### src/rtl/eim_pkg.sv
// Shared constants and types for the error line mask and auto-command error block
package eim_pkg;

    // ----------------------------------------------------------------
    // Register map (index kept, byte address is four times the index)
    // ----------------------------------------------------------------
    localparam int unsigned ADDR_W = 8;
    localparam int unsigned REG_IDX_LINE_EN = 32'h3a;
    localparam int unsigned REG_IDX_ACMD_ST = 32'h3c;
    localparam logic [ADDR_W-1:0] ADDR_LINE_EN = ADDR_W'(4 * REG_IDX_LINE_EN);
    localparam logic [ADDR_W-1:0] ADDR_ACMD_ST = ADDR_W'(4 * REG_IDX_ACMD_ST);

    // ----------------------------------------------------------------
    // Line enable fields
    // ----------------------------------------------------------------
    localparam int unsigned EN_CMD_TIMEOUT = 0;
    localparam int unsigned EN_CMD_CRC = 1;
    localparam int unsigned EN_CMD_END_BIT = 2;
    localparam int unsigned EN_CMD_INDEX = 3;
    localparam int unsigned EN_DATA_TIMEOUT = 4;
    localparam int unsigned EN_DATA_CRC = 5;
    localparam int unsigned EN_DATA_END_BIT = 6;
    localparam int unsigned EN_CURRENT_LIMIT = 7;
    localparam int unsigned EN_AUTO_CMD = 8;
    localparam int unsigned EN_DESCRIPTOR_DMA = 9;
    localparam int unsigned EN_TUNING = 10;
    localparam int unsigned EN_RSVD = 11;
    localparam logic [15:0] LINE_EN_RESET = 16'h0000;
    localparam logic [15:0] LINE_EN_WMASK = 16'hf7ff;

    // ----------------------------------------------------------------
    // Auto-command status fields
    // ----------------------------------------------------------------
    localparam int unsigned ST_NOT_EXECUTED = 0;
    localparam int unsigned ST_TIMEOUT = 1;
    localparam int unsigned ST_CRC = 2;
    localparam int unsigned ST_END_BIT = 3;
    localparam int unsigned ST_INDEX = 4;
    localparam int unsigned ST_CMD_NOT_ISSUED = 7;
    localparam logic [4:0] ST_LO_RESET = 5'h00;
    localparam logic ST_B7_RESET = 1'b0;

    // ----------------------------------------------------------------
    // Timing and bus answers
    // ----------------------------------------------------------------
    localparam int unsigned RESP_TIMEOUT_CARD_CLKS = 64;
    localparam int unsigned TMR_W = 7;
    localparam logic [1:0] RESP_OKAY = 2'h0;
    localparam logic [1:0] RESP_SLVERR = 2'h2;

    // Joint decode of the CRC and timeout bits
    typedef enum logic [1:0] {
        EIM_FAULT_NONE,
        EIM_FAULT_TIMEOUT,
        EIM_FAULT_CRC,
        EIM_FAULT_CONFLICT
    } eim_fault_t;

    // Events from the command engine, one-cycle pulses except is_cmd23/blocked/xfer_started
    typedef struct packed {
        logic issue_req;
        logic blocked;
        logic xfer_started;
        logic is_cmd23;
        logic cmd_end;
        logic resp_end;
        logic index_err;
        logic end_bit_err;
        logic crc_err;
    } eim_acmd_ev_t;

endpackage

### src/rtl/eim_resp_timer.sv
// Response timeout counter in card clock cycles
`timescale 1ns/1ps
module eim_resp_timer #(
    parameter int unsigned LIMIT = eim_pkg::RESP_TIMEOUT_CARD_CLKS
) (
    input wire logic aclk,
    input wire logic aresetn,
    input wire logic start,
    input wire logic stop,
    input wire logic tick,
    output logic expired
);

    logic [eim_pkg::TMR_W-1:0] cnt_reg;
    logic run_reg;
    logic last_tick;

    assign last_tick = run_reg && tick && (cnt_reg == eim_pkg::TMR_W'(LIMIT - 1));

    // ----------------------------------------------------------------
    // Counter
    // ----------------------------------------------------------------
    // Count ticks from the command end bit until response or limit
    always_ff @(posedge aclk) begin
        if (!aresetn) begin
            cnt_reg <= '0;
            run_reg <= 1'b0;
        end else if (start) begin
            cnt_reg <= '0;
            run_reg <= 1'b1;
        end else if (stop || last_tick) begin
            run_reg <= 1'b0;
        end else if (run_reg && tick) begin
            cnt_reg <= cnt_reg + 1'b1;
        end
    end

    // Expiry pulse, one cycle
    always_ff @(posedge aclk) begin
        if (!aresetn) begin
            expired <= 1'b0;
        end else begin
            expired <= last_tick && !stop && !start;
        end
    end
endmodule // eim_resp_timer

### src/rtl/eim_err_irq.sv
// Error line masking and auto-command error status with AXI4-Lite registers
`timescale 1ns/1ps
// How it works
// - One shared error line; each status reaches it only when enabled.
// - Enable layout fixed; bit 11 reserved and reads zero.
// - Block-count command errors use only status bits 4 to 1.
// - Bit 7 set on queued command blocked by stop error; cleared for block-count.
// - Bit 4 set on wrong command index in auto-command response.
// - Bit 3 set when response end bit sampled as zero.
// - Bit 2 set when response CRC check fails.
// - Bit 1 set when no response within 64 card clocks of end bit.
// - Bit 0 set when stop command cannot be issued; clear for block-count.
// - Bit 0 stays clear when the multi-block transfer never started.
// - CRC and timeout bits decode jointly: none, timeout, CRC, line conflict.
// - Before issuing stop command, bit 0 set if blocked after transfer start, else cleared.
// - At response end bit, bits 1 to 4 written set or clear.
// - Bit 7 updated just before the status register is read.
// - Auto-command flag is high when any of bits 0 to 4 is set.
// - Bit 7 never contributes to the auto-command flag.
module eim_err_irq #(
    parameter int unsigned TIMEOUT_CLKS = eim_pkg::RESP_TIMEOUT_CARD_CLKS
) (
    input wire logic aclk,
    input wire logic aresetn,
    input wire logic [eim_pkg::ADDR_W-1:0] s_axi_awaddr,
    input wire logic s_axi_awvalid,
    output logic s_axi_awready,
    input wire logic [31:0] s_axi_wdata,
    input wire logic [3:0] s_axi_wstrb,
    input wire logic s_axi_wvalid,
    output logic s_axi_wready,
    output logic [1:0] s_axi_bresp,
    output logic s_axi_bvalid,
    input wire logic s_axi_bready,
    input wire logic [eim_pkg::ADDR_W-1:0] s_axi_araddr,
    input wire logic s_axi_arvalid,
    output logic s_axi_arready,
    output logic [31:0] s_axi_rdata,
    output logic [1:0] s_axi_rresp,
    output logic s_axi_rvalid,
    input wire logic s_axi_rready,
    input wire logic [15:0] err_status,
    input wire eim_pkg::eim_acmd_ev_t acmd_ev,
    input wire logic card_clk_tick,
    input wire logic queued_command_without_data,
    output logic err_irq,
    output logic acmd_err_flag,
    output logic [15:0] acmd_status,
    output eim_pkg::eim_fault_t acmd_fault
);

    // ----------------------------------------------------------------
    // Decode helpers
    // ----------------------------------------------------------------
    // Register select: 0 none, 1 line enable, 2 auto-command status
    function automatic logic [1:0] reg_sel(input logic [eim_pkg::ADDR_W-1:0] a);
        reg_sel = (a == eim_pkg::ADDR_LINE_EN) ? 2'h1
            : (a == eim_pkg::ADDR_ACMD_ST) ? 2'h2 : 2'h0;
    endfunction

    // Joint decode of CRC and timeout bits
    function automatic eim_pkg::eim_fault_t fault_of(input logic crc, input logic tmo);
        unique case ({crc, tmo})
            2'b00: fault_of = eim_pkg::EIM_FAULT_NONE;
            2'b01: fault_of = eim_pkg::EIM_FAULT_TIMEOUT;
            2'b10: fault_of = eim_pkg::EIM_FAULT_CRC;
            2'b11: fault_of = eim_pkg::EIM_FAULT_CONFLICT;
        endcase
    endfunction

    // ----------------------------------------------------------------
    // State
    // ----------------------------------------------------------------
    logic [15:0] line_en_reg;
    logic [4:0] st_lo_reg;
    logic st_b7_reg;
    logic src_cmd23_reg;
    logic aw_full_reg;
    logic [eim_pkg::ADDR_W-1:0] aw_addr_reg;
    logic w_full_reg;
    logic [31:0] w_data_reg;
    logic [3:0] w_strb_reg;
    logic bvalid_reg;
    logic [1:0] bresp_reg;
    logic rvalid_reg;
    logic [31:0] rdata_reg;
    logic [1:0] rresp_reg;
    logic [15:0] line_en_next;
    logic st_b7_next;
    logic [15:0] st_view;
    logic [15:0] eff_status;
    logic wr_fire;
    logic rd_fire;
    logic rd_status;
    logic tmr_expired;
    logic cmd23_done;

    // ----------------------------------------------------------------
    // Write channel
    // ----------------------------------------------------------------
    // Address and data may arrive in either order
    assign s_axi_awready = !aw_full_reg && !bvalid_reg;
    assign s_axi_wready = !w_full_reg && !bvalid_reg;
    assign wr_fire = aw_full_reg && w_full_reg;

    // Hold write address until paired with data
    always_ff @(posedge aclk) begin
        if (!aresetn) begin
            aw_full_reg <= 1'b0;
            aw_addr_reg <= '0;
        end else if (s_axi_awvalid && s_axi_awready) begin
            aw_full_reg <= 1'b1;
            aw_addr_reg <= s_axi_awaddr;
        end else if (wr_fire) begin
            aw_full_reg <= 1'b0;
        end
    end

    // Hold write data until paired with address
    always_ff @(posedge aclk) begin
        if (!aresetn) begin
            w_full_reg <= 1'b0;
            w_data_reg <= '0;
            w_strb_reg <= '0;
        end else if (s_axi_wvalid && s_axi_wready) begin
            w_full_reg <= 1'b1;
            w_data_reg <= s_axi_wdata;
            w_strb_reg <= s_axi_wstrb;
        end else if (wr_fire) begin
            w_full_reg <= 1'b0;
        end
    end

    // Write response; unmapped address gets SLVERR
    always_ff @(posedge aclk) begin
        if (!aresetn) begin
            bvalid_reg <= 1'b0;
            bresp_reg <= eim_pkg::RESP_OKAY;
        end else if (wr_fire) begin
            bvalid_reg <= 1'b1;
            bresp_reg <= (reg_sel(aw_addr_reg) == 2'h0) ? eim_pkg::RESP_SLVERR
                                                      : eim_pkg::RESP_OKAY;
        end else if (s_axi_bready) begin
            bvalid_reg <= 1'b0;
        end
    end

    assign s_axi_bvalid = bvalid_reg;
    assign s_axi_bresp = bresp_reg;

    // ----------------------------------------------------------------
    // Line enable register
    // ----------------------------------------------------------------
    // Byte lanes 0 and 1 only; reserved bit never stored
    always_comb begin
        line_en_next = line_en_reg;
        if (w_strb_reg[0]) begin
            line_en_next[7:0] = w_data_reg[7:0];
        end
        if (w_strb_reg[1]) begin
            line_en_next[15:8] = w_data_reg[15:8];
        end
        line_en_next = line_en_next & eim_pkg::LINE_EN_WMASK;
    end

    always_ff @(posedge aclk) begin
        if (!aresetn) begin
            line_en_reg <= eim_pkg::LINE_EN_RESET;
        end else if (wr_fire && reg_sel(aw_addr_reg) == 2'h1) begin
            line_en_reg <= line_en_next;
        end
    end

    // ----------------------------------------------------------------
    // Read channel
    // ----------------------------------------------------------------
    assign s_axi_arready = !rvalid_reg;
    assign rd_fire = s_axi_arvalid && s_axi_arready;
    assign rd_status = rd_fire && reg_sel(s_axi_araddr) == 2'h2;

    // Bit 7 value sampled at the read: pending command blocked by stop error
    assign st_b7_next = queued_command_without_data && !src_cmd23_reg
                        && (|st_lo_reg[4:1]);

    // Read data captured with bit 7 already refreshed
    always_ff @(posedge aclk) begin
        if (!aresetn) begin
            rvalid_reg <= 1'b0;
            rdata_reg <= '0;
            rresp_reg <= eim_pkg::RESP_OKAY;
        end else if (rd_fire) begin
            rvalid_reg <= 1'b1;
            rresp_reg <= eim_pkg::RESP_OKAY;
            unique case (reg_sel(s_axi_araddr))
                2'h1: rdata_reg <= {16'h0000, line_en_reg};
                2'h2: rdata_reg <= {16'h0000, 8'h00, st_b7_next, 2'b00, st_lo_reg};
                default: begin
                    rdata_reg <= '0;
                    rresp_reg <= eim_pkg::RESP_SLVERR;
                end
            endcase
        end else if (s_axi_rready) begin
            rvalid_reg <= 1'b0;
        end
    end

    assign s_axi_rvalid = rvalid_reg;
    assign s_axi_rdata = rdata_reg;
    assign s_axi_rresp = rresp_reg;

    // ----------------------------------------------------------------
    // Response timeout
    // ----------------------------------------------------------------
    eim_resp_timer #(
        .LIMIT(TIMEOUT_CLKS)
    ) u_timer (
        .aclk(aclk),
        .aresetn(aresetn),
        .start(acmd_ev.cmd_end),
        .stop(acmd_ev.resp_end),
        .tick(card_clk_tick),
        .expired(tmr_expired)
    );

    // Which command the outstanding response belongs to
    always_ff @(posedge aclk) begin
        if (!aresetn) begin
            src_cmd23_reg <= 1'b0;
        end else if (acmd_ev.cmd_end || acmd_ev.issue_req) begin
            src_cmd23_reg <= acmd_ev.is_cmd23;
        end
    end

    assign cmd23_done = (acmd_ev.resp_end && acmd_ev.is_cmd23)
                        || (tmr_expired && !acmd_ev.resp_end && src_cmd23_reg);

    // ----------------------------------------------------------------
    // Auto-command status bits 4 to 0
    // ----------------------------------------------------------------
    // Response evaluation wins over issue and timeout in the same cycle
    always_ff @(posedge aclk) begin
        if (!aresetn) begin
            st_lo_reg <= eim_pkg::ST_LO_RESET;
        end else begin
            if (acmd_ev.issue_req && !acmd_ev.is_cmd23) begin
                // Blocked only counts once the transfer started
                st_lo_reg[eim_pkg::ST_NOT_EXECUTED] <= acmd_ev.blocked
                    && acmd_ev.xfer_started;
            end
            if (tmr_expired && !acmd_ev.resp_end) begin
                st_lo_reg[eim_pkg::ST_TIMEOUT] <= 1'b1;
                st_lo_reg[eim_pkg::ST_CRC] <= 1'b0;
                st_lo_reg[eim_pkg::ST_END_BIT] <= 1'b0;
                st_lo_reg[eim_pkg::ST_INDEX] <= 1'b0;
            end
            if (acmd_ev.resp_end) begin
                st_lo_reg[eim_pkg::ST_INDEX] <= acmd_ev.index_err;
                st_lo_reg[eim_pkg::ST_END_BIT] <= acmd_ev.end_bit_err;
                st_lo_reg[eim_pkg::ST_CRC] <= acmd_ev.crc_err;
                st_lo_reg[eim_pkg::ST_TIMEOUT] <= 1'b0;
            end
            if (cmd23_done) begin
                st_lo_reg[eim_pkg::ST_NOT_EXECUTED] <= 1'b0;
            end
        end
    end

    // ----------------------------------------------------------------
    // Command not issued bit
    // ----------------------------------------------------------------
    // Block-count errors clear it; otherwise refreshed at each status read
    always_ff @(posedge aclk) begin
        if (!aresetn) begin
            st_b7_reg <= eim_pkg::ST_B7_RESET;
        end else if (cmd23_done) begin
            st_b7_reg <= 1'b0;
        end else if (rd_status) begin
            st_b7_reg <= st_b7_next;
        end
    end

    // ----------------------------------------------------------------
    // Outputs
    // ----------------------------------------------------------------
    // Status view with reserved bits zero
    assign st_view = {8'h00, st_b7_reg, 2'b00, st_lo_reg};

    // Flag from bits 4 to 0 only
    assign acmd_err_flag = |st_lo_reg;

    // Own auto-command flag joins the external status word
    always_comb begin
        eff_status = err_status;
        eff_status[eim_pkg::EN_AUTO_CMD] = err_status[eim_pkg::EN_AUTO_CMD] | acmd_err_flag;
    end

    // Status registered for the status path
    always_ff @(posedge aclk) begin
        if (!aresetn) begin
            acmd_status <= '0;
            acmd_fault <= eim_pkg::EIM_FAULT_NONE;
        end else begin
            acmd_status <= st_view;
            acmd_fault <= fault_of(st_lo_reg[eim_pkg::ST_CRC],
                                   st_lo_reg[eim_pkg::ST_TIMEOUT]);
        end
    end

    // Single shared line, masked per bit
    always_ff @(posedge aclk) begin
        if (!aresetn) begin
            err_irq <= 1'b0;
        end else begin
            err_irq <= |(eff_status & line_en_reg);
        end
    end
endmodule // eim_err_irq

### config.mk
export PLATFORM = sky130hd
export DESIGN_NAME = eim_err_irq
export DESIGN_NICKNAME = d
export VERILOG_FILES = /design/src/rtl/eim_pkg.sv /design/src/rtl/eim_resp_timer.sv /design/src/rtl/eim_err_irq.sv
export SDC_FILE = /design/constraint.sdc
export NUM_CORES = 1
export LEC_CHECK = 0
export BUFFER_PORTS_ARGS = -buffer_cell sky130_fd_sc_hd__buf_4
export CAP_MARGIN = 15
export CORE_ASPECT_RATIO = 1.75
export CORE_MARGIN = 3
export CORE_UTILIZATION = 40
export CTS_BUF_LIST = sky130_fd_sc_hd__clkbuf_8 sky130_fd_sc_hd__clkbuf_16
export DETAILED_ROUTE_END_ITERATION = 16
export GPL_ROUTABILITY_DRIVEN = 0
export PLACE_DENSITY = 0.72
export SLEW_MARGIN = 20
export SYNTH_ARGS = -nofsm -noshare
export SYNTH_HDL_FRONTEND = slang
export SYNTH_HIERARCHICAL = 1
export SYNTH_SLANG_ARGS = --single-unit
### constraint.sdc
create_clock -name aclk -period 2.7 [get_ports aclk]
set_input_delay 0.135 -clock aclk [delete_from_list [all_inputs] [get_ports aclk]]
set_output_delay 0.135 -clock aclk [all_outputs]
set_load 0.02 [all_outputs]
======== After elaboration in Yosys (flattened, before gate mapping) ========
Index checks and enable logic that the tools add are counted.
storage, ports and cells
  register bits ........................... 116
  word-level logic and storage cells ...... 107
operators by class
  reduce and logical (&&, ||, !) cells .... 48
  add/subtract/negate cells ............... 1
  multiplexer cells ....................... 19
  eq/ne operators ......................... 11
  bitwise operators ....................... 4
operators with widths
  cell                                            count
  == test 8 bit (second input constant)           4
  case mux 16 bit (2 select lines)                1
  logical AND 1 bit                               19
  AND 16 bit                                      1
  OR reduction 16 bit                             1
  two-way mux 2 bit                               6
  nonzero test 2 bit                              6
  two-way mux 1 bit                               9
  logical NOT 1 bit                               8
  two-way mux 4 bit                               2
  case mux 2 bit (4 select lines)                 1
  OR reduction 2 bit                              4
  adder 7 x 1 -> 7 bit (second input constant)    1
  == test 7 x 6 -> 1 bit (second input constant)  1
  == test 2 x 1 -> 1 bit (second input constant)  3
  == test 2 bit (second input constant)           3
  AND reduction 2 bit                             3
  OR reduction 5 bit                              1
  logical NOT 2 bit                               2
  OR reduction 4 bit                              1
  logical OR 1 bit                                3
  NOT 1 bit                                       2
  bitwise OR 1 bit                                1

======== Logic depth before layout (Yosys ltp) ========
Gate-level depths: netlist of the first run.
  word-level depth ........................ 6
  gate-level depth with buffers ........... 6
  mapped depth without buffers ............ 5

======== Modules after synthesis ========
Netlist of the first run, hierarchy kept.
modules (own cells, without submodules)
  module          seq. area each (sq um)  area each (sq um)  times used  cells an instance
  eim_err_irq     1,541.5                 3,301.9            1           381
  eim_resp_timer  180.2                   410.4              1           44

======== Worst setup path before layout of the first run ========
Ideal clock, no wire load.
  kind .................................... register to register
  from .................................... reg aw_addr_reg[0] in the netlist's numbering
  to ...................................... reg line_en_reg[0]
  path slack .............................. 1.134 ns
  stages on the path, launching flop included .. 4
  clock period less this slack ............ 1.566 ns
  arrival ................................. 1.494 ns
  cells stage by stage .................... dfxtp_1 or4b_4 nor3_4 mux2i_1
on the way
  longest elaborated chain between the ends .. 6
RTL lines
  what                                      line                text
  start, declared                           eim_err_irq.sv:79   logic [eim_pkg::ADDR_W-1:0] aw_addr_reg;
  start signal, assigned                    eim_err_irq.sv:113  aw_addr_reg <= s_axi_awaddr;
  == test 8 bit                             eim_err_irq.sv:58   : (a == eim_pkg::ADDR_ACMD_ST) ? 2'h2 : 2'h0;
  two-way mux 2 bit                         eim_err_irq.sv:58
  two-way mux 2 bit (*)                     eim_err_irq.sv:57   reg_sel = (a == eim_pkg::ADDR_LINE_EN) ? 2'h1
  == test 2 x 1 -> 1 bit (*)                eim_err_irq.sv:169  end else if (wr_fire && reg_sel(aw_addr_reg) == 2'h1) begin
  logical AND 1 bit (*)                     eim_err_irq.sv:169
  AND reduction 2 bit (no source line) (*)  --
  end signal, assigned                      eim_err_irq.sv:168  line_en_reg <= eim_pkg::LINE_EN_RESET;
  end signal, assigned                      eim_err_irq.sv:170  line_en_reg <= line_en_next;
  end, declared                             eim_err_irq.sv:74   logic [15:0] line_en_reg;
Mark *: on every way between the ends. The rest lies on a longest branch, timed or not.
A chain may end at the register's enable or synchronous reset.

======== Final worst setup path of the first run ========
  from .................................... reg st_lo_reg[1]
  to ...................................... out acmd_err_flag
on the way
  longest elaborated chain between the ends .. 1
RTL lines
  what                             line                text
  start, declared                  eim_err_irq.sv:75   logic [4:0] st_lo_reg;
  start signal, assigned           eim_err_irq.sv:243  st_lo_reg <= eim_pkg::ST_LO_RESET;
  start signal, assigned by index  eim_err_irq.sv:247  st_lo_reg[eim_pkg::ST_NOT_EXECUTED] <= acmd_ev.blocked
  start signal, assigned by index  eim_err_irq.sv:257  st_lo_reg[eim_pkg::ST_INDEX] <= acmd_ev.index_err;
  OR reduction 5 bit               eim_err_irq.sv:289  assign acmd_err_flag = |st_lo_reg;
  end, declared                    eim_err_irq.sv:47   output logic acmd_err_flag,
Every way passes these cells.

==> metrics.txt, run 1 <==
# TYPE chip_impl_metric gauge
chip_impl_metric{name="die_area",unit="sq mm"} 0.0105
chip_impl_metric{name="regArea",unit="sq mm"} 0.00172
chip_impl_metric{name="worstSkewPairLatency",unit="ps"} 330
chip_impl_metric{name="horizontal_die_dimension",unit="um"} 78.8
chip_impl_metric{name="pwr-share-clk",unit="%"} 44.6
chip_impl_metric{name="crit_fanout",unit=""} 5
chip_impl_metric{name="synth_cells",unit=""} 425
chip_impl_info{name="rsz0062_at_grt",value="no"} 1
chip_impl_metric{name="mean_post_synth_cell_area",unit="sq um"} 8.73
chip_impl_metric{name="max-clock-path-buffers",unit=""} 2
chip_impl_info{name="worst_reg2reg_endpoint",value="line_en_reg[0]"} 1
chip_impl_metric{name="synth_warnings",unit=""} 6
chip_impl_metric{name="timing_hold_violations_final",unit=""} 0
chip_impl_metric{name="sequentialPowerShare",unit="%"} 45.1
chip_impl_metric{name="area_share_of_the_largest_cell_type_after_synthesis",unit="%"} 46.4
chip_impl_metric{name="finalNonFillerCells",unit=""} 636
chip_impl_metric{name="ctsHtreeMaxLevel",unit=""} 3
chip_impl_info{name="hold_class",value="in2reg"} 1
chip_impl_metric{name="share_comb_of_total_power",unit="%"} 10.3
chip_impl_metric{name="layout_worst_path_cycle_share",unit="%"} 70.3
chip_impl_info{name="min-delay-start",value="card_clk_tick"} 1
chip_impl_metric{name="drt_first_pass_iters",unit=""} 4
chip_impl_metric{name="ff_latch_count_synth",unit=""} 86
chip_impl_metric{name="place.detailed.hpwl",unit="mm"} 6.45
chip_impl_metric{name="grt_antenna_before_repair",unit=""} 0
chip_impl_metric{name="dpl_worst_slack",unit="ps"} 999
chip_impl_metric{name="routed-via-count",unit=""} 3094
chip_impl_info{name="tritoncts",value="built"} 1
chip_impl_metric{name="cts_post_setup_buffers_inserted",unit=""} 0
chip_impl_metric{name="hold_path_depth",unit=""} 2
chip_impl_metric{name="fin_hold_ws",unit="ps"} 21.4
chip_impl_metric{name="max_cap_violations",unit=""} 0
chip_impl_info{name="hold_path_end",value="u_timer/run_reg"} 1
chip_impl_metric{name="sw_ratio",unit="%"} 23.2
chip_impl_info{name="regToRegStartpoint",value="aw_addr_reg[0]"} 1
chip_impl_metric{name="worst-r2r-cell-count",unit=""} 3
chip_impl_metric{name="postRouteAntennaNets",unit=""} 0
chip_impl_metric{name="net_switching_power_figure",unit="uW"} 689
chip_impl_metric{name="fp.coreArea",unit="sq mm"} 0.00884
chip_impl_metric{name="floorplan.initialDensity",unit="%"} 42.0
chip_impl_metric{name="antenna_cells_inserted",unit=""} 0
chip_impl_metric{name="io_pins",unit=""} 147
chip_impl_metric{name="final_util",unit="%"} 53.8
chip_impl_metric{name="wirelength",unit="mm"} 8.43
chip_impl_metric{name="worstMarginPinSlew",unit="ps"} 669
chip_impl_metric{name="cts_num_sinks",unit=""} 86
chip_impl_metric{name="p_int",unit="mW"} 2.27
chip_impl_metric{name="peakVddDrop",unit="mV"} 0.370
chip_impl_info{name="worstSetupStartpointType",value="register"} 1
chip_impl_metric{name="overflow",unit=""} 0
chip_impl_info{name="clock-root-buffer",value="sky130_fd_sc_hd__clkbuf_16"} 1
chip_impl_info{name="crit_path_start",value="st_lo_reg[1]"} 1
chip_impl_metric{name="detailedRoute.firstIterationViolations",unit=""} 99
chip_impl_info{name="critPathCaptureType",value="output port"} 1
chip_impl_metric{name="globalRouteTotalUtil",unit="%"} 16.6
chip_impl_info{name="synth_common_cells",value="88 x sky130_fd_sc_hd__nand2_1, 86 x sky130_fd_sc_hd__dfxtp_1, 46 x sky130_fd_sc_hd__a21oi_1"} 1
chip_impl_metric{name="setup_violations",unit=""} 0
chip_impl_metric{name="cts_buffers",unit=""} 9
chip_impl_info{name="ys_top_cells_by_area",value="sky130_fd_sc_hd__dfxtp_1 46%, sky130_fd_sc_hd__nand2_1 8.9%, sky130_fd_sc_hd__a21oi_1 6.2%"} 1
chip_impl_metric{name="worst_ep_arrival_time",unit="ps"} 1760
chip_impl_info{name="count_leader_synth",value="sky130_fd_sc_hd__nand2_1"} 1
chip_impl_metric{name="timing.fmax",unit="MHz"} 527
chip_impl_metric{name="synth.yosys.seq_area_share",unit="%"} 46.4
chip_impl_metric{name="cts-resized-gates",unit=""} 0
chip_impl_metric{name="worst_setup_hold_path_clk_slew",unit="ps"} 60
chip_impl_metric{name="worst_slew_margin_rel",unit="%"} 55.3
chip_impl_info{name="timing.setup.critical_path_class",value="reg2out"} 1
chip_impl_metric{name="cts_stage_hold_buffer_count",unit=""} 0
chip_impl_metric{name="multi_input_area",unit="sq mm"} 0.00177
chip_impl_metric{name="number_of_fill_cells",unit=""} 880
chip_impl_metric{name="numPlacedInstances",unit=""} 620
chip_impl_metric{name="synthToLayoutAreaGrowth",unit="%"} 28.0
chip_impl_info{name="status",value="finished, final reports clean"} 1
chip_impl_metric{name="timing.final.crit_period",unit="ps"} 1900
chip_impl_metric{name="die_h",unit="um"} 133
chip_impl_metric{name="post-route-drc-count",unit=""} 0
chip_impl_metric{name="synth-edff-count",unit=""} 0
chip_impl_metric{name="buffers_added_on_ports",unit=""} 97
chip_impl_metric{name="worst-endpoint-required",unit="ps"} 2570
chip_impl_metric{name="final_critical_path_setup_slack",unit="ps"} 802
chip_impl_metric{name="leakagePower",unit="nW"} 1.91
chip_impl_info{name="top_flip_flop_cell_by_instance_count_after_synthesis",value="sky130_fd_sc_hd__dfxtp_1"} 1
chip_impl_metric{name="timing.clock.skew",unit="ps"} 7.22
chip_impl_metric{name="placementRows",unit=""} 45
chip_impl_metric{name="stdcell_area",unit="sq mm"} 0.00475
chip_impl_metric{name="layout_cells_sized_above_1",unit="%"} 25.0
chip_impl_metric{name="worst-r2r-setup-slack",unit="ps"} 1010
chip_impl_metric{name="power-per-cell-area",unit="mW/mm^2"} 623
chip_impl_metric{name="wl_per_cell",unit="um"} 13.2
chip_impl_metric{name="grt_start_max_net_pins",unit=""} 44
chip_impl_metric{name="p_total",unit="mW"} 2.96
chip_impl_metric{name="num-nets-final",unit=""} 601
chip_impl_metric{name="netlist_area",unit="sq mm"} 0.00371
chip_impl_metric{name="synth_async_sr_flop_share",unit="%"} 0
chip_impl_metric{name="grt_pass1_wl",unit="mm"} 13.8
chip_impl_metric{name="yosys.cell_types.count",unit=""} 55
chip_impl_metric{name="vias_per_cell",unit=""} 4.86
chip_impl_info{name="synth_top_cell_by_area",value="sky130_fd_sc_hd__dfxtp_1"} 1
chip_impl_metric{name="detailed_place.area",unit="sq mm"} 0.00443
chip_impl_metric{name="timing.final.max_slew_violations",unit=""} 0
chip_impl_metric{name="finalSetupTns",unit="ps"} 0
chip_impl_metric{name="first_global_vias",unit=""} 2952
cell type report:
type                    count  share of cell area (%)
repair buffers            102                    16.1
clock inverters             6                    1.79
inverters                   6                   0.474
clock buffers              10                    5.03
well taps                 117                    3.08
flip-flops and latches     86                    36.2
multi-input cells         309                    37.3
cell families after synthesis:
group / count (synthesis) / share of synthesized area, %
buffers and inverters: 58 / 8.86
adders and majority gates: 1 / 0.337
DFF: 86 / 46.4
xor gates and xnor gates: 2 / 0.472
AOI/OAI and AO/OA: 76 / 12.7
muxes: 23 / 6.20
and+or+nand+nor: 178 / 24.9
other: 1 / 0.101
power groups by stage:
stage	combinational, mW	clock (mW)	sequential, mW
3_5_place_dp	0.308	0	1.36
5_1_grt	0.337	1.41	1.34
6_report	0.306	1.32	1.34
4_1_cts	0.308	1.35	1.34
2_1_floorplan	0.209	0	1.36
3_3_place_gp	0.303	0	1.36
placed cells by master, fill, tap and decap left out, types with 2 or more instances in the layout:
master,netlist,layout
sky130_fd_sc_hd__a31oi_1,2,2
sky130_fd_sc_hd__dfxtp_1,86,86
sky130_fd_sc_hd__nand2_1,88,88
sky130_fd_sc_hd__nor2_1,17,17
sky130_fd_sc_hd__bufinv_16,0,2
sky130_fd_sc_hd__nand4b_1,2,2
sky130_fd_sc_hd__inv_1,4,5
sky130_fd_sc_hd__a21oi_1,46,46
sky130_fd_sc_hd__conb_1,1,29
sky130_fd_sc_hd__and3_1,2,2
sky130_fd_sc_hd__nor3_4,2,2
sky130_fd_sc_hd__nand3_1,3,3
sky130_fd_sc_hd__nand2b_1,7,7
sky130_fd_sc_hd__a22oi_1,3,3
sky130_fd_sc_hd__nor2b_1,3,3
sky130_fd_sc_hd__a22o_1,2,2
sky130_fd_sc_hd__a221oi_1,2,2
sky130_fd_sc_hd__nor3_1,5,5
sky130_fd_sc_hd__mux2i_1,23,23
sky130_fd_sc_hd__nand4_1,12,12
sky130_fd_sc_hd__and2_1,8,8
sky130_fd_sc_hd__nor3b_1,4,4
sky130_fd_sc_hd__o21ai_0,6,6
sky130_fd_sc_hd__a211o_1,5,5
sky130_fd_sc_hd__buf_4,29,102
sky130_fd_sc_hd__nand3b_1,12,12
sky130_fd_sc_hd__clkbuf_16,0,9
sky130_fd_sc_hd__o31ai_1,2,2
per-layer routing:
| layer | part of all wire, % | wire length [um] | global-route usage [%] | up-vias |
|---|---|---|---|---|
| met2 | 51 | 4290 | 28.6 | 104 |
| met3 | 6.5 | 550 | 4.80 | 16 |
| met4 | 2.6 | 220 | 8.32 | 0 |
| li1 | - | - | - | 1590 |
| met5 | 0 | 0 | 0 | - |
| met1 | 40 | 3370 | 18.4 | 1384 |
worst max path at each step:
stage / to / slack [ps] / cells past startpoint
3_5_place_dp: line_en_reg[0] / 1000 / 3
2_1_floorplan: line_en_reg[0] / 1130 / 3
4_1_cts: acmd_err_flag / 780 / 3
5_1_grt: acmd_err_flag / 720 / 3
3_3_place_gp: line_en_reg[4] / 1020 / 3
6_report: acmd_err_flag / 800 / 3
critical path, stage by stage (launching register included):
cell and delay (ps):
sky130_fd_sc_hd__dfxtp_1 340, sky130_fd_sc_hd__or4_1 600, sky130_fd_sc_hd__or2_2 320, sky130_fd_sc_hd__buf_4 160
Note: power is estimated with default switching activity, not from simulation.
==> run 2: changes to the inputs <==
==> constraint.sdc (replaced) <==
create_clock -name aclk -period 2 [get_ports aclk]
set_input_delay 0.1 -clock aclk [delete_from_list [all_inputs] [get_ports aclk]]
set_output_delay 0.1 -clock aclk [all_outputs]
set_load 0.02 [all_outputs]
==> run 2 against run 1 <==
Compared with the run above: sequential share of layout area shrank 0.26 points; count of clock-buffer cells in the layout shrank 1; sequential power grew 34%; highest routed layer unchanged; via count grew 2.1%; critical path depth is the same.
==> metrics.txt, run 2 (synthesis results as in run 1) <==
# TYPE chip_impl_metric gauge
chip_impl_info{name="clock-root-buffer",value="sky130_fd_sc_hd__clkbuf_16"} 1
chip_impl_metric{name="fp.coreArea",unit="sq mm"} 0.00884
chip_impl_metric{name="grt_antenna_before_repair",unit=""} 0
chip_impl_metric{name="final_util",unit="%"} 54.2
chip_impl_metric{name="drt_first_pass_iters",unit=""} 4
chip_impl_metric{name="worst_ep_arrival_time",unit="ps"} 1760
chip_impl_metric{name="worst-r2r-setup-slack",unit="ps"} 270
chip_impl_metric{name="stdcell_area",unit="sq mm"} 0.00479
chip_impl_metric{name="finalSetupTns",unit="ps"} 0
chip_impl_metric{name="sequentialPowerShare",unit="%"} 46.8
chip_impl_metric{name="leakagePower",unit="nW"} 1.92
chip_impl_metric{name="worst_setup_hold_path_clk_slew",unit="ps"} 60
chip_impl_metric{name="net_switching_power_figure",unit="uW"} 931
chip_impl_info{name="mostFrequentLayoutCell",value="sky130_fd_sc_hd__buf_4"} 1
chip_impl_metric{name="num-nets-final",unit=""} 608
chip_impl_metric{name="cts_num_sinks",unit=""} 86
chip_impl_metric{name="wl_per_cell",unit="um"} 13.5
chip_impl_metric{name="fin_hold_ws",unit="ps"} 6.82
chip_impl_metric{name="cts_post_setup_buffers_inserted",unit=""} 0
chip_impl_metric{name="layout_worst_path_cycle_share",unit="%"} 93.0
chip_impl_metric{name="buffers_added_on_ports",unit=""} 97
chip_impl_metric{name="layout_cells_sized_above_1",unit="%"} 24.7
chip_impl_metric{name="finalNonFillerCells",unit=""} 643
chip_impl_metric{name="placementRows",unit=""} 45
chip_impl_metric{name="setup_violations",unit=""} 0
chip_impl_metric{name="cts_buffers",unit=""} 9
chip_impl_metric{name="grt_start_max_net_pins",unit=""} 44
chip_impl_metric{name="max_cap_violations",unit=""} 0
chip_impl_info{name="hold_path_end",value="aw_addr_reg[7]"} 1
chip_impl_metric{name="routed-via-count",unit=""} 3159
chip_impl_info{name="rsz0062_at_grt",value="no"} 1
chip_impl_metric{name="multi_input_area",unit="sq mm"} 0.00177
chip_impl_metric{name="grt_pass1_wl",unit="mm"} 13.9
chip_impl_metric{name="max-clock-path-buffers",unit=""} 2
chip_impl_info{name="worst_reg2reg_endpoint",value="line_en_reg[4]"} 1
chip_impl_info{name="mostFrequentLayoutCells",value="103 x sky130_fd_sc_hd__buf_4, 88 x sky130_fd_sc_hd__nand2_1, 86 x sky130_fd_sc_hd__dfxtp_1, 46 x sky130_fd_sc_hd__a21oi_1, 29 x sky130_fd_sc_hd__conb_1"} 1
chip_impl_info{name="master_of_the_slowest_instance_on_the_critical_path",value="sky130_fd_sc_hd__or4_1"} 1
chip_impl_metric{name="dpl_worst_slack",unit="ps"} 267
chip_impl_metric{name="worst_slew_margin_rel",unit="%"} 51.7
chip_impl_metric{name="vias_per_cell",unit=""} 4.91
chip_impl_metric{name="timing.final.crit_period",unit="ps"} 1860
chip_impl_metric{name="detailedRoute.firstIterationViolations",unit=""} 149
chip_impl_info{name="worstSetupStartpointType",value="register"} 1
chip_impl_metric{name="timing_hold_violations_final",unit=""} 0
chip_impl_metric{name="die_h",unit="um"} 133
chip_impl_info{name="critical_path.cell_chain",value="or4_1 > or2_2 > buf_4"} 1
chip_impl_metric{name="wirelength",unit="mm"} 8.65
chip_impl_metric{name="power-per-cell-area",unit="mW/mm^2"} 803
chip_impl_info{name="status",value="finished, final reports clean"} 1
chip_impl_metric{name="crit_fanout",unit=""} 5
chip_impl_metric{name="horizontal_die_dimension",unit="um"} 78.8
chip_impl_metric{name="post-route-drc-count",unit=""} 0
chip_impl_metric{name="overflow",unit=""} 0
chip_impl_metric{name="place.detailed.hpwl",unit="mm"} 6.49
chip_impl_metric{name="antenna_cells_inserted",unit=""} 0
chip_impl_info{name="min-delay-start",value="s_axi_awaddr[7]"} 1
chip_impl_metric{name="pwr-share-clk",unit="%"} 42.0
chip_impl_metric{name="synthToLayoutAreaGrowth",unit="%"} 29.0
chip_impl_metric{name="sw_ratio",unit="%"} 24.2
chip_impl_metric{name="timing.fmax",unit="MHz"} 537
chip_impl_info{name="hold_class",value="in2reg"} 1
chip_impl_metric{name="regArea",unit="sq mm"} 0.00172
chip_impl_metric{name="worstMarginPinSlew",unit="ps"} 722
chip_impl_metric{name="die_area",unit="sq mm"} 0.0105
chip_impl_metric{name="numPlacedInstances",unit=""} 621
chip_impl_metric{name="hold_path_depth",unit=""} 3
chip_impl_metric{name="cts-resized-gates",unit=""} 0
chip_impl_metric{name="peakVddDrop",unit="mV"} 0.493
chip_impl_metric{name="io_pins",unit=""} 147
chip_impl_info{name="critPathCaptureType",value="output port"} 1
chip_impl_metric{name="worst-endpoint-required",unit="ps"} 1900
chip_impl_metric{name="final_critical_path_setup_slack",unit="ps"} 139
chip_impl_metric{name="timing.final.max_slew_violations",unit=""} 0
chip_impl_metric{name="timing.clock.skew",unit="ps"} 5.98
chip_impl_info{name="tritoncts",value="built"} 1
chip_impl_info{name="regToRegStartpoint",value="aw_addr_reg[0]"} 1
chip_impl_metric{name="p_total",unit="mW"} 3.85
chip_impl_metric{name="postRouteAntennaNets",unit=""} 0
chip_impl_metric{name="floorplan.initialDensity",unit="%"} 42.0
chip_impl_metric{name="p_int",unit="mW"} 2.92
chip_impl_metric{name="share_comb_of_total_power",unit="%"} 11.2
chip_impl_metric{name="critPathMaxStageDelay",unit="ps"} 610
chip_impl_metric{name="worst-r2r-cell-count",unit=""} 3
chip_impl_metric{name="worstSkewPairLatency",unit="ps"} 340
chip_impl_metric{name="first_global_vias",unit=""} 2998
chip_impl_info{name="timing.setup.critical_path_class",value="reg2out"} 1
chip_impl_metric{name="number_of_fill_cells",unit=""} 819
chip_impl_metric{name="ctsHtreeMaxLevel",unit=""} 3
chip_impl_metric{name="globalRouteTotalUtil",unit="%"} 16.5
chip_impl_metric{name="detailed_place.area",unit="sq mm"} 0.00444
==> run 2: changes by cell type in the layout (fill, tap and decap cells not counted), sizes merged <==
cell	change
bufinv	-1
inv	+1
clkinvlp	+1
dlygate4sd3	+6
clkbuf	-1
buf	+1
==> run 2: power groups by stage <==
stage                     logic [mW]  registers, mW  clock network (mW)
after floorplan                0.283           1.84                   0
after global placement         0.415           1.84                   0
after detailed placement       0.423           1.84                   0
after CTS                      0.434           1.80                1.66
after global routing           0.473           1.81                1.74
final                          0.432           1.80                1.61
==> run 2: worst max-delay path by stage <==
stage	to	cells after the start	startpoint	slack, ps
final	acmd_err_flag	3	st_lo_reg[1]	140
after global routing	acmd_err_flag	3	st_lo_reg[1]	90
after CTS	acmd_err_flag	3	st_lo_reg[1]	110
after detailed placement	line_en_reg[4]	3	aw_addr_reg[0]	270
after global placement	line_en_reg[4]	3	aw_addr_reg[0]	330
after floorplan	line_en_reg[0]	3	aw_addr_reg[0]	430
==> run 2: final cells by class <==
cell class | instances | share of cell area [%]
multi-input combinational | 309 | 37.0
sequential | 86 | 36.0
timing repair buffer | 109 | 17.4
clock buffer | 9 | 4.70
tap | 117 | 3.06
clock inverter | 7 | 1.38
inverter | 6 | 0.470
==> run 2: timing repair <==
| item | 4_1_cts | 5_1_grt |
|---|---|---|
| setup endpoints to repair | 0 | 0 |
| hold buffers | 6 | 0 |
| hold endpoints to repair | 6 | 0 |
==> run 2: layer usage <==
layer / vias up / global-route usage [%] / part of all wire (%)
li1: 1609 / - / -
met1: 1438 / 18.3 / 40
met2: 100 / 29.8 / 52
met3: 12 / 3.65 / 5.9
met4: 0 / 6.98 / 1.7
met5: - / 0 / 0
==> run 2: worst max-delay path, delay by kind of cell (launching register included) <==
family	cells	cell delay [ps]
flops	1	340
buf+inv	1	160
simple gates	2	920
==> run 3: changes to the inputs <==
--- a/config.mk
+++ b/config.mk
@@ -11,9 +11,10 @@
 export CORE_MARGIN = 3
 export CORE_UTILIZATION = 40
 export CTS_BUF_LIST = sky130_fd_sc_hd__clkbuf_8 sky130_fd_sc_hd__clkbuf_16
+export CTS_CLUSTER_DIAMETER = 150
 export DETAILED_ROUTE_END_ITERATION = 16
 export GPL_ROUTABILITY_DRIVEN = 0
-export PLACE_DENSITY = 0.72
+export PLACE_DENSITY_LB_ADDON = 0.1
 export SLEW_MARGIN = 20
 export SYNTH_ARGS = -nofsm -noshare
 export SYNTH_HDL_FRONTEND = slang
==> run 3 against run 2 <==
Compared with the run above: clock skew up 2.7 ps; cell area up 2.1%; fmax about the same; clock power up 5%; utilization up 1.1 points; critical path depth unchanged; largest cell class unchanged; non-clock buffer count up 9; largest power group unchanged.
==> metrics.txt, run 3 (synthesis results as in run 1) <==
# TYPE chip_impl_metric gauge
chip_impl_metric{name="cts_num_sinks",unit=""} 86
chip_impl_metric{name="globalRouteTotalUtil",unit="%"} 16.5
chip_impl_metric{name="io_pins",unit=""} 147
chip_impl_metric{name="timing.fmax",unit="MHz"} 537
chip_impl_metric{name="worstSkewPairLatency",unit="ps"} 340
chip_impl_metric{name="max_cap_violations",unit=""} 0
chip_impl_metric{name="placementRows",unit=""} 45
chip_impl_metric{name="ctsHtreeMaxLevel",unit=""} 3
chip_impl_metric{name="numPlacedInstances",unit=""} 621
chip_impl_metric{name="multi_input_area",unit="sq mm"} 0.00177
chip_impl_metric{name="buffers_added_on_ports",unit=""} 97
chip_impl_metric{name="leakagePower",unit="nW"} 1.96
chip_impl_metric{name="crit_buf_inv",unit=""} 1
chip_impl_info{name="rsz0062_at_grt",value="no"} 1
chip_impl_metric{name="power-per-cell-area",unit="mW/mm^2"} 806
chip_impl_metric{name="overflow",unit=""} 0
chip_impl_metric{name="detailedRoute.firstIterationViolations",unit=""} 140
chip_impl_metric{name="timing_hold_violations_final",unit=""} 0
chip_impl_info{name="clock-root-buffer",value="sky130_fd_sc_hd__clkbuf_16"} 1
chip_impl_metric{name="peakVddDrop",unit="mV"} 0.482
chip_impl_metric{name="synthToLayoutAreaGrowth",unit="%"} 31.7
chip_impl_metric{name="timing.final.max_slew_violations",unit=""} 0
chip_impl_metric{name="place.detailed.hpwl",unit="mm"} 6.30
chip_impl_info{name="status",value="finished, final reports clean"} 1
chip_impl_metric{name="number_of_fill_cells",unit=""} 882
chip_impl_metric{name="layout_worst_path_cycle_share",unit="%"} 93.1
chip_impl_metric{name="grt_util_met3",unit="%"} 3.59
chip_impl_metric{name="fp.coreArea",unit="sq mm"} 0.00884
chip_impl_metric{name="wirelength",unit="mm"} 8.60
chip_impl_metric{name="antenna_cells_inserted",unit=""} 0
chip_impl_metric{name="worst-endpoint-required",unit="ps"} 1900
chip_impl_metric{name="finalSetupTns",unit="ps"} 0
chip_impl_info{name="critical-path-top-delay-family",value="simple AND/OR/NAND/NOR gates"} 1
chip_impl_metric{name="timing.final.crit_period",unit="ps"} 1860
chip_impl_info{name="timing.setup.critical_path_class",value="reg2out"} 1
chip_impl_metric{name="post-route-drc-count",unit=""} 0
chip_impl_metric{name="grt_pass1_wl",unit="mm"} 13.9
chip_impl_metric{name="grt_antenna_before_repair",unit=""} 0
chip_impl_metric{name="worst_ep_arrival_time",unit="ps"} 1760
chip_impl_metric{name="first_global_vias",unit=""} 3028
chip_impl_info{name="critical_path.cell_chain",value="or4_1 > or2_2 > buf_4"} 1
chip_impl_metric{name="cts_buffers",unit=""} 9
chip_impl_metric{name="max-clock-path-buffers",unit=""} 2
chip_impl_info{name="master_of_the_slowest_instance_on_the_critical_path",value="sky130_fd_sc_hd__or4_1"} 1
chip_impl_metric{name="timing.clock.skew",unit="ps"} 8.72
chip_impl_metric{name="gr_met1_demand_resource",unit="%"} 19.7
chip_impl_metric{name="layout_cells_sized_above_1",unit="%"} 24.5
chip_impl_metric{name="die_h",unit="um"} 133
chip_impl_info{name="critPathCaptureType",value="output port"} 1
chip_impl_info{name="worstSetupStartpointType",value="register"} 1
chip_impl_info{name="mostFrequentLayoutCells",value="103 x sky130_fd_sc_hd__buf_4, 88 x sky130_fd_sc_hd__nand2_1, 86 x sky130_fd_sc_hd__dfxtp_1, 46 x sky130_fd_sc_hd__a21oi_1, 29 x sky130_fd_sc_hd__conb_1"} 1
chip_impl_metric{name="finalNonFillerCells",unit=""} 652
chip_impl_metric{name="vias_per_cell",unit=""} 4.87
chip_impl_metric{name="worstMarginPinSlew",unit="ps"} 668
chip_impl_metric{name="p_total",unit="mW"} 3.94
chip_impl_metric{name="worst_setup_hold_path_clk_slew",unit="ps"} 60
chip_impl_metric{name="setup_violations",unit=""} 0
chip_impl_metric{name="routed-via-count",unit=""} 3174
chip_impl_metric{name="cts_post_setup_buffers_inserted",unit=""} 0
chip_impl_metric{name="grt_use_met2",unit="%"} 28.1
chip_impl_metric{name="num-nets-final",unit=""} 617
chip_impl_metric{name="critPathMaxStageDelay",unit="ps"} 610
chip_impl_metric{name="worst_slew_margin_rel",unit="%"} 55.4
chip_impl_metric{name="wl_per_cell",unit="um"} 13.2
chip_impl_metric{name="drt_first_pass_iters",unit=""} 4
chip_impl_info{name="hold_class",value="in2reg"} 1
chip_impl_metric{name="crit_fanout",unit=""} 5
chip_impl_metric{name="postRouteAntennaNets",unit=""} 0
chip_impl_info{name="mostFrequentLayoutCell",value="sky130_fd_sc_hd__buf_4"} 1
chip_impl_metric{name="floorplan.initialDensity",unit="%"} 42.0
chip_impl_metric{name="grt_start_max_net_pins",unit=""} 53
chip_impl_metric{name="regArea",unit="sq mm"} 0.00172
chip_impl_metric{name="die_area",unit="sq mm"} 0.0105
chip_impl_info{name="tritoncts",value="built"} 1
chip_impl_metric{name="horizontal_die_dimension",unit="um"} 78.8
chip_impl_info{name="top_usage_layer",value="met2"} 1
==> run 3: layer usage <==
metal | routed length [um] | part of all wire (%)
met3 | 525 | 6.1
met5 | 0 | 0
met2 | 4290 | 50
met4 | 162 | 1.9
met1 | 3630 | 42
==> run 3: final cells by class <==
cell class | count | share of cell area (%)
inverters | 6 | 0.461
flip-flops and latches | 86 | 35.2
repair buffers | 118 | 18.9
multi-input cells | 309 | 36.1
clock buffers | 9 | 4.61
clock inverters | 7 | 1.69
well taps | 117 | 2.99
==> run 3: path summary, 6_finish.rpt <==
check,from,endpoint,slack [ps],depth (start not counted)
worst max-delay path,st_lo_reg[1],acmd_err_flag,140,3
worst min-delay path,s_axi_awaddr[0],aw_addr_reg[0],10,3
worst max register to register,aw_addr_reg[0],line_en_reg[2],300,3
worst min register to register,s_axi_rdata[15],s_axi_rdata[15],450,2
==> run 3: where the power goes <==
group,total (mW),internal [mW],leakage (nW),switching [mW]
combinational,0.447,0.201,1.12,0.246
sequential,1.80,1.77,0.699,0.0316
clock,1.69,0.984,0.144,0.711
total,3.94,2.95,1.96,0.988
==> run 3: per-stage QoR <==
stage               cell area [sq um]  utilization [%]  setup WS, ps  hold WS (ps)
floorplan                        3820                -           434           207
global placement                 4430             50.1           323           319
detailed placement               4430             50.1           300           336
CTS                              4890             55.3           111         0.177
global route                     4890             55.3           107          11.4
finish                           4890             55.3           139          12.6
==> run 3: repair_timing <==
action | 4_1_cts | 5_1_grt
hold buffers | 15 | 0
resized for setup | 0 | 0
hold endpoints to repair | 15 | 0
==> run 3: worst reg2reg max path, delay by kind of cell (launching register included) <==
family,cells,cell delay (ps)
flops,1,320
mux,1,240
simple gates,2,1080
